`config.mk`:
```
export PLATFORM = sky130hd
export DESIGN_NAME = breaker_failure_unit
export DESIGN_NICKNAME = d
export VERILOG_FILES = /design/src/core/bfs_pkg.sv /design/src/core/pin_sync.sv /design/src/core/tick_divider.sv /design/src/core/breaker_failure_unit.sv
export SDC_FILE = /design/constraint.sdc
export NUM_CORES = 1
export LEC_CHECK = 0
export BUFFER_PORTS_ARGS = -buffer_cell sky130_fd_sc_hd__buf_2
export CAP_MARGIN = 20
export CORE_ASPECT_RATIO = 0.9
export CORE_MARGIN = 2
export CORE_UTILIZATION = 40
export DETAILED_ROUTE_END_ITERATION = 16
export GPL_ROUTABILITY_DRIVEN = 0
export MAX_ROUTING_LAYER = met4
export PLACE_DENSITY = 0.62
export SLEW_MARGIN = 25
export SYNTH_ARGS = -nofsm -noshare
export SYNTH_HDL_FRONTEND = slang
export SYNTH_HIERARCHICAL = 1
export SYNTH_SLANG_ARGS = --single-unit
```
`constraint.sdc`:
```
create_clock -name mclk_i -period 4.75 [get_ports mclk_i]
set_input_delay 0.95 -clock mclk_i [delete_from_list [all_inputs] [get_ports mclk_i]]
set_output_delay 0.95 -clock mclk_i [all_outputs]
set_load 0.1 [all_outputs]
```
`src/core/bfs_pkg.sv`:
```
// shared constants and types for the breaker failure supervisor
package bfs_pkg;
    // clock and supervision time base
    localparam int CLK_PERIOD_NS = 10;
    localparam int TICK_NS = 1000;
    localparam int TICK_CYCLES =
        (TICK_NS + CLK_PERIOD_NS - 1) / CLK_PERIOD_NS;
    localparam int TICK_W = 7;
    localparam logic [TICK_W-1:0] TICK_LAST = TICK_W'(TICK_CYCLES - 1);
    localparam logic [TICK_W-1:0] TICK_RST = 7'h00;

    // data widths
    localparam int TIME_W = 24;
    localparam int CUR_W = 16;
    localparam int FREQ_W = 16;
    localparam int GROUP_W = 8;
    localparam int PHASE_N = 3;
    localparam int POS_W = 2;
    localparam logic [TIME_W-1:0] ELAPSED_RST = 24'h000000;

    // position contact bit positions
    localparam int POS_OPEN_BIT = 0;
    localparam int POS_CLOSED_BIT = 1;
    localparam logic [POS_W-1:0] POS_RST = 2'h0;

    // wide-frequency deviation limit in percent
    localparam int FREQ_DEV_PCT = 5;
    localparam int PCT_FULL = 100;

    // supervision scheme codes
    localparam logic [1:0] SCHEME_CURRENT = 2'h0;
    localparam logic [1:0] SCHEME_POSITION = 2'h1;
    localparam logic [1:0] SCHEME_COMBINED = 2'h2;

    // trigger mode codes
    localparam logic [1:0] MODE_NONE = 2'h0;
    localparam logic [1:0] MODE_EXTERNAL = 2'h1;
    localparam logic [1:0] MODE_CURRENT = 2'h2;

    // supervision states
    typedef enum logic [3:0] {
        ST_STANDBY = 4'h1,
        ST_RUNNING = 4'h2,
        ST_REJECTED = 4'h4,
        ST_TRIPPED = 4'h8
    } bf_state_t;
endpackage

```
`src/core/pin_sync.sv`:
```
// three-stage pin synchroniser that accepts a change once stages agree
`timescale 1ns/100ps
module pin_sync #(
    parameter int WIDTH = 2
) (
    input wire logic mclk_i,
    input wire logic arst_n_i,
    input wire logic [WIDTH-1:0] pin_i,
    output logic [WIDTH-1:0] level_o
);
    logic [WIDTH-1:0] meta;
    logic [WIDTH-1:0] stage2;
    logic [WIDTH-1:0] stage3;

    // shift chain, first stage read only by the second
    always_ff @(posedge mclk_i or negedge arst_n_i) begin
        if (!arst_n_i) begin
            meta <= '0;
            stage2 <= '0;
            stage3 <= '0;
        end else begin
            meta <= pin_i;
            stage2 <= meta;
            stage3 <= stage2;
        end
    end

    // per-bit acceptance when the last two stages agree
    genvar b;
    generate
        for (b = 0; b < WIDTH; b++) begin : g_bit
            always_ff @(posedge mclk_i or negedge arst_n_i) begin
                if (!arst_n_i) begin
                    level_o[b] <= 1'b0;
                end else if (stage2[b] == stage3[b]) begin
                    level_o[b] <= stage3[b];
                end
            end
        end
    endgenerate
endmodule

```
`src/core/tick_divider.sv`:
```
// restartable divider giving a one-cycle microsecond enable
`timescale 1ns/100ps
module tick_divider (
    input wire logic mclk_i,
    input wire logic arst_n_i,
    input wire logic restart_i,
    output logic tick_o
);
    logic [bfs_pkg::TICK_W-1:0] count;

    // count up one tick period, realigned on restart
    always_ff @(posedge mclk_i or negedge arst_n_i) begin
        if (!arst_n_i) begin
            count <= bfs_pkg::TICK_RST;
            tick_o <= 1'b0;
        end else if (restart_i) begin
            count <= bfs_pkg::TICK_RST;
            tick_o <= 1'b0;
        end else if (count == bfs_pkg::TICK_LAST) begin
            count <= bfs_pkg::TICK_RST;
            tick_o <= 1'b1;
        end else begin
            count <= count + 1'b1;
            tick_o <= 1'b0;
        end
    end
endmodule

```
`src/core/breaker_failure_unit.sv`:
```
// breaker failure supervision: trigger, timer, scheme check, lock
`timescale 1ns/100ps
module breaker_failure_unit (
    input wire logic mclk_i,
    input wire logic arst_n_i,
    input wire logic [1:0] scheme_i,
    input wire logic [1:0] trig_mode_i,
    input wire logic [bfs_pkg::GROUP_W-1:0] ext_trip_i,
    input wire logic [bfs_pkg::GROUP_W-1:0] cur_trip_i,
    input wire logic extra_trigger_input_a_i,
    input wire logic extra_trigger_input_b_i,
    input wire logic extra_trigger_input_c_i,
    input wire logic [bfs_pkg::CUR_W-1:0] phase_current_a_i,
    input wire logic [bfs_pkg::CUR_W-1:0] phase_current_b_i,
    input wire logic [bfs_pkg::CUR_W-1:0] phase_current_c_i,
    input wire logic [bfs_pkg::CUR_W-1:0] breaker_current_threshold_i,
    input wire logic [bfs_pkg::TIME_W-1:0] failure_supervision_time_i,
    input wire logic pos_open_pin_i,
    input wire logic pos_closed_pin_i,
    input wire logic wide_freq_en_i,
    input wire logic [bfs_pkg::FREQ_W-1:0] freq_meas_i,
    input wire logic [bfs_pkg::FREQ_W-1:0] freq_nom_i,
    input wire logic lock_ack_i,
    output logic standby_o,
    output logic pickup_o,
    output logic rejected_o,
    output logic trip_o,
    output logic lock_o,
    output logic freq_block_o
);
    localparam int DEV_W = bfs_pkg::FREQ_W + 8;

    bfs_pkg::bf_state_t state;
    bfs_pkg::bf_state_t next_state;
    logic [bfs_pkg::POS_W-1:0] pos_pins;
    logic [bfs_pkg::POS_W-1:0] pos_level;
    logic [bfs_pkg::CUR_W-1:0] phase_cur [bfs_pkg::PHASE_N];
    logic [bfs_pkg::PHASE_N-1:0] phase_high;
    logic current_low;
    logic position_open;
    logic [bfs_pkg::FREQ_W-1:0] freq_dev;
    logic freq_bad;
    logic group_trig;
    logic extra_trig;
    logic trig;
    logic current_blocked;
    logic opened;
    logic start;
    logic tick;
    logic [bfs_pkg::TIME_W-1:0] elapsed;
    logic [bfs_pkg::TIME_W-1:0] limit;
    logic expired;

    // breaker contacts come from pins: three-stage synchroniser
    assign pos_pins[bfs_pkg::POS_OPEN_BIT] = pos_open_pin_i;
    assign pos_pins[bfs_pkg::POS_CLOSED_BIT] = pos_closed_pin_i;

    pin_sync #(
        .WIDTH(bfs_pkg::POS_W)
    ) u_pos_sync (
        .mclk_i(mclk_i),
        .arst_n_i(arst_n_i),
        .pin_i(pos_pins),
        .level_o(pos_level)
    );

    // open only when the open contact is made and the closed one is not
    assign position_open = pos_level[bfs_pkg::POS_OPEN_BIT] &
        ~pos_level[bfs_pkg::POS_CLOSED_BIT];

    // per-phase threshold comparison
    assign phase_cur[0] = phase_current_a_i;
    assign phase_cur[1] = phase_current_b_i;
    assign phase_cur[2] = phase_current_c_i;

    genvar p;
    generate
        for (p = 0; p < bfs_pkg::PHASE_N; p++) begin : g_phase
            assign phase_high[p] =
                phase_cur[p] >= breaker_current_threshold_i;
        end
    endgenerate

    assign current_low = ~(|phase_high);

    // frequency deviation from nominal, checked against the percent limit
    assign freq_dev = (freq_meas_i >= freq_nom_i) ?
        freq_meas_i - freq_nom_i : freq_nom_i - freq_meas_i;
    assign freq_bad = wide_freq_en_i &&
        (DEV_W'(freq_dev) * DEV_W'(bfs_pkg::PCT_FULL) >
         DEV_W'(freq_nom_i) * DEV_W'(bfs_pkg::FREQ_DEV_PCT));

    assign current_blocked =
        freq_bad && scheme_i == bfs_pkg::SCHEME_CURRENT;

    // trigger selection by mode plus the three extra inputs
    always_comb begin
        group_trig = 1'b0;
        unique case (trig_mode_i)
            bfs_pkg::MODE_EXTERNAL: group_trig = |ext_trip_i;
            bfs_pkg::MODE_CURRENT: group_trig = |cur_trip_i;
            default: group_trig = 1'b0;
        endcase
    end

    assign extra_trig = extra_trigger_input_a_i |
        extra_trigger_input_b_i | extra_trigger_input_c_i;
    assign trig = group_trig | extra_trig;

    // breaker opening evidence according to the scheme in force
    always_comb begin
        opened = 1'b0;
        unique case (scheme_i)
            bfs_pkg::SCHEME_CURRENT: opened = current_low;
            bfs_pkg::SCHEME_POSITION: opened = position_open;
            bfs_pkg::SCHEME_COMBINED: begin
                if (freq_bad) begin
                    opened = position_open;
                end else begin
                    opened = current_low | position_open;
                end
            end
            default: opened = position_open;
        endcase
    end

    // supervision state transitions
    always_comb begin
        next_state = state;
        unique case (state)
            bfs_pkg::ST_STANDBY: begin
                if (trig && !current_blocked) begin
                    if (opened) begin
                        next_state = bfs_pkg::ST_REJECTED;
                    end else begin
                        next_state = bfs_pkg::ST_RUNNING;
                    end
                end
            end
            bfs_pkg::ST_RUNNING: begin
                if (current_blocked) begin
                    next_state = bfs_pkg::ST_STANDBY;
                end else if (opened) begin
                    if (trig) begin
                        next_state = bfs_pkg::ST_REJECTED;
                    end else begin
                        next_state = bfs_pkg::ST_STANDBY;
                    end
                end else if (expired) begin
                    next_state = bfs_pkg::ST_TRIPPED;
                end
            end
            bfs_pkg::ST_REJECTED: begin
                if (!trig) begin
                    next_state = bfs_pkg::ST_STANDBY;
                end
            end
            bfs_pkg::ST_TRIPPED: begin
                if (!trig) begin
                    next_state = bfs_pkg::ST_STANDBY;
                end
            end
            default: next_state = bfs_pkg::ST_STANDBY;
        endcase
    end

    // state register; running is left only as above, not on trigger drop
    always_ff @(posedge mclk_i or negedge arst_n_i) begin
        if (!arst_n_i) begin
            state <= bfs_pkg::ST_STANDBY;
        end else begin
            state <= next_state;
        end
    end

    assign start = state == bfs_pkg::ST_STANDBY &&
        next_state == bfs_pkg::ST_RUNNING;

    // microsecond base, realigned at start so the delay is exact
    tick_divider u_tick (
        .mclk_i(mclk_i),
        .arst_n_i(arst_n_i),
        .restart_i(start),
        .tick_o(tick)
    );

    // supervision timer: setting latched at start, counts microseconds
    always_ff @(posedge mclk_i or negedge arst_n_i) begin
        if (!arst_n_i) begin
            elapsed <= bfs_pkg::ELAPSED_RST;
            limit <= bfs_pkg::ELAPSED_RST;
        end else if (start) begin
            elapsed <= bfs_pkg::ELAPSED_RST;
            limit <= failure_supervision_time_i;
        end else if (state == bfs_pkg::ST_RUNNING && tick && !expired) begin
            elapsed <= elapsed + 1'b1;
        end
    end

    assign expired = elapsed >= limit;

    // state indications, registered from the next state
    always_ff @(posedge mclk_i or negedge arst_n_i) begin
        if (!arst_n_i) begin
            standby_o <= 1'b1;
            pickup_o <= 1'b0;
            rejected_o <= 1'b0;
            trip_o <= 1'b0;
        end else begin
            standby_o <= next_state == bfs_pkg::ST_STANDBY;
            pickup_o <= next_state == bfs_pkg::ST_RUNNING;
            rejected_o <= next_state == bfs_pkg::ST_REJECTED;
            trip_o <= next_state == bfs_pkg::ST_TRIPPED;
        end
    end

    // lock latch: set with the trip, set wins over acknowledge
    always_ff @(posedge mclk_i or negedge arst_n_i) begin
        if (!arst_n_i) begin
            lock_o <= 1'b0;
        end else if (next_state == bfs_pkg::ST_TRIPPED &&
                     state != bfs_pkg::ST_TRIPPED) begin
            lock_o <= 1'b1;
        end else if (lock_ack_i) begin
            lock_o <= 1'b0;
        end
    end

    // wide-frequency blocking indication
    always_ff @(posedge mclk_i or negedge arst_n_i) begin
        if (!arst_n_i) begin
            freq_block_o <= 1'b0;
        end else begin
            freq_block_o <= freq_bad;
        end
    end
endmodule

```
==> metrics.txt <==
FFs w/ async S/R, synth 100%; top sig layer met4; I/O pins between 150 and 200; Detailed Routing Iterations Pass 1 4; Final Core Density between 50% and 60%; Hold Path End u_pos_sync/stage2[1]$_DFF_PN0_; Internal a little under 5000 uW; Crit Path Max Fanout 8; Worst path slowest cell fa_1; largest net degree at the start of global routing 75; power density relative to cell area approximately 660 nW/um^2; sequential power share about a tenth; status finished, violations left; R2R Path End elapsed[8]$_DFFE_PN0P_; synthesized instance count between 1000 and 1500; # port buffers around 150; met3 WL 815 um; post-synth top area share 27.1%; max-cap viol count 0; Tcrit/Tclk final 159%; commonest non-fill, non-tap cell in the layout buf_4; sequential fraction of the synthesis area 19.8%; RSZ-0062 raised after global routing true; final setup violation count 66; mapped cell area roughly 9400 sq um; Antenna diodes 0; Final Worst Setup Slack -2.79 ns; Clk Tree Root Cell clkbuf_16; Hold Path Class flip-flop to flip-flop; vias in the first global route 8736; GR Util All Layers about a fifth; critical path capture point type flip-flop; Layout area overhead 39.5%; Post-synth EDFFs 0; Worst Hold Depth 0; Yosys cell types 74; largest area contributor in the netlist ha_1; fin. max-slew vios 0; Skew-Pair Late Insertion Delay 0.33 ns; most frequent CP cell buf_4; Top FF cell, synth dfrtp_1; vias after detailed routing roughly 8800; DP HPWL between 20 and 25 mm; RR Startpoint elapsed[0]$_DFFE_PN0P_; nets ~1800; R2R Setup Slk 1.19 ns; routed len/inst 14.1 um; Top delay family on crit path compound AO/OA/AOI/OAI gates; actual slew at the worst max-slew pin approximately 0.92 ns; WL final 24.5 mm; Fin. Hold Viols 0; CTS sink cnt 74; Metal-1 WL 12.2 mm; Rows 53; Yosys reg bits 74; Die W approximately 170 um; design area around 13000 sq um; Die H between 100 and 150 um; CTS Buf Count 9; Leakage ~0.007 uW; Synth Area per Inst around 8.9 sq um; first-pass GRT wire length 40.8 mm; full die area 24700 sq um; htree depth 3; hold path start u_pos_sync/meta[1]$_DFF_PN0_; Initial Util ~40%; CTS tree done; Worst EP arrival between 7 and 8 ns; Iter 0 DRT Violations roughly 430; CP Class input pin to flip-flop; failing checks setup timing; routed wl met2 11.3 mm; Crit path largest cell delay ~0.53 ns; worst vdd ir around 0.56 mV; relative slew slack a little under two fifths; most frequent cells in the layout buf_4 (223), ha_1 (181), buf_2 (147); Mapped Nets roughly 1400; share of cells above drive strength 1 37.1%; Buffers & Inverters on Critical Path 14; r2r worst-path depth 12; Max clock buf depth 2; sw frac 44.1%; # DRC 0; Worst Path Required ~5 ns; grt ovf 0; CTS clk-pin slew, worst paths about 0.05 ns; Synth area leaders ha_1 (27%), dfrtp_1 (19%), inv_1 (6.0%); pre-CTS WS -3.35 ns; upper clock frequency limit 0.133 GHz; placed standard-cell area between 10000 and 15000 sq um; Post-DRT Antenna Nets 0; Vias/cell a little over 5; Switch Pwr about 3800 uW; initial antenna violation count 0; Final min period roughly 7.5 ns; clock skew ~0.0098 ns; Ys Warns 6; Gate power share 82.4%; core area between 20000 and 25000 sq um; CP Launch Type input pin; Clock power frac 7.1%
## per-stage QoR
stage / power, uW / hold WS, ns / instances / setup TNS [ns]
after global placement: 7450 / 0.333 / 1701 / -202.90
after floorplan: 5430 / 0.331 / 1059 / -173.77
after CTS: 8590 / 0.347 / 1739 / -181.06
final: 8690 / 0.346 / 1742 / -178.45
after detailed placement: 7570 / 0.335 / 1701 / -214.92
after global routing: 9600 / 0.358 / 1742 / -198.62
## synthesized netlist by cell type (4+ instances only)
cell type,n
a21o_1,40
o21ai_0,37
nand2_1,52
nor2b_1,8
nor2_1,70
and4_1,8
clkbuf_1,6
a31oi_1,7
mux2i_1,10
nor4_1,10
o31ai_1,4
nand4_1,13
nand2b_1,17
o211ai_1,9
and3_1,7
o21a_1,9
nor3_1,8
ha_1,203
nand3_1,27
xnor2_1,32
mux2_4,24
a211oi_1,11
o22ai_1,4
xor2_1,33
inv_1,151
a21oi_1,65
dfrtp_1,72
or3_1,5
mux2_2,8
buf_6,4
buf_2,7
and2_1,9
o21bai_1,9
a211o_1,4
fa_1,14
## cells by family after synthesis
family	share of synthesized area, %
compound gates	17.5
xor+xnor	6.07
fa+ha+maj	30.3
buf+inv	7.21
flops	19.8
mux	5.87
simple gates	13.3
## power groups by stage
stage               Sequential, uW  Clock, uW  Combinational, uW
detailed placement             917          0               6660
global route                   938        659               8000
global placement               919          0               6530
finish                         915        618               7160
CTS                            913        627               7050
floorplan                      998          0               4440
## area by class of cell
class / count / area [sq um]
flip-flops and latches: 74 / 1850
inverters: 152 / 583
clock inverters: 5 / 31.3
fillers: 2095 / 10100
multi-input cells: 815 / 7390
repair buffers: 384 / 2620
well taps: 302 / 378
clock buffers: 10 / 239
## state kept, by name, indices dropped and copies added (netlist names), 2 cells and up
signal / flops
state: 4
u_pos_sync/meta: 2
limit: 24
u_tick/count: 7
elapsed: 24
u_pos_sync/stage3: 2
u_pos_sync/level_o: 2
u_pos_sync/stage2: 2
## worst max path at each step
| stage | start | end | slack [ns] | depth (start not counted) |
|---|---|---|---|---|
| final | freq_nom_i[8] | limit[4]$_DFFE_PN0P_ | -2.79 | 37 |
| after global routing | freq_meas_i[0] | limit[4]$_DFFE_PN0P_ | -3.08 | 38 |
| after CTS | freq_meas_i[0] | limit[4]$_DFFE_PN0P_ | -2.85 | 39 |
| after detailed placement | freq_meas_i[0] | limit[2]$_DFFE_PN0P_ | -3.35 | 38 |
| after global placement | freq_meas_i[0] | limit[2]$_DFFE_PN0P_ | -3.18 | 33 |
| after floorplan | freq_meas_i[0] | u_tick/count[5]$_DFF_PN0_ | -2.81 | 39 |
## worst register-to-register path, stage by stage, from the launching register on
cell      delay (ns)
dfrtp_1         0.41
inv_1           0.06
ha_1            0.27
nand2b_1        0.13
a21o_1          0.17
a21oi_1         0.15
o21ai_1         0.12
o41a_1          0.34
o31ai_1         0.79
nand4_1         0.46
nor3_1          0.35
xnor2_1         0.15
nor2_1          0.06
## metal layers
metal	up-vias	GRT usage (%)
met5	-	-
met4	0	2.72
met3	29	2.28
met2	160	33.6
met1	4106	28.4
li1	4488	-
## timing repair
| item | CTS | global route |
|---|---|---|
| setup endpoints to repair | 66 | 66 |
| gates cloned | 1 | 0 |
| gates resized for setup | 46 | 18 |
| hold buffers | 0 | 0 |
| pin swaps | 46 | 26 |
| setup buffers | 23 | 3 |
| endpoints found under the hold margin | 0 | 0 |
No activity file was read; power rests on OpenSTA's default activity.
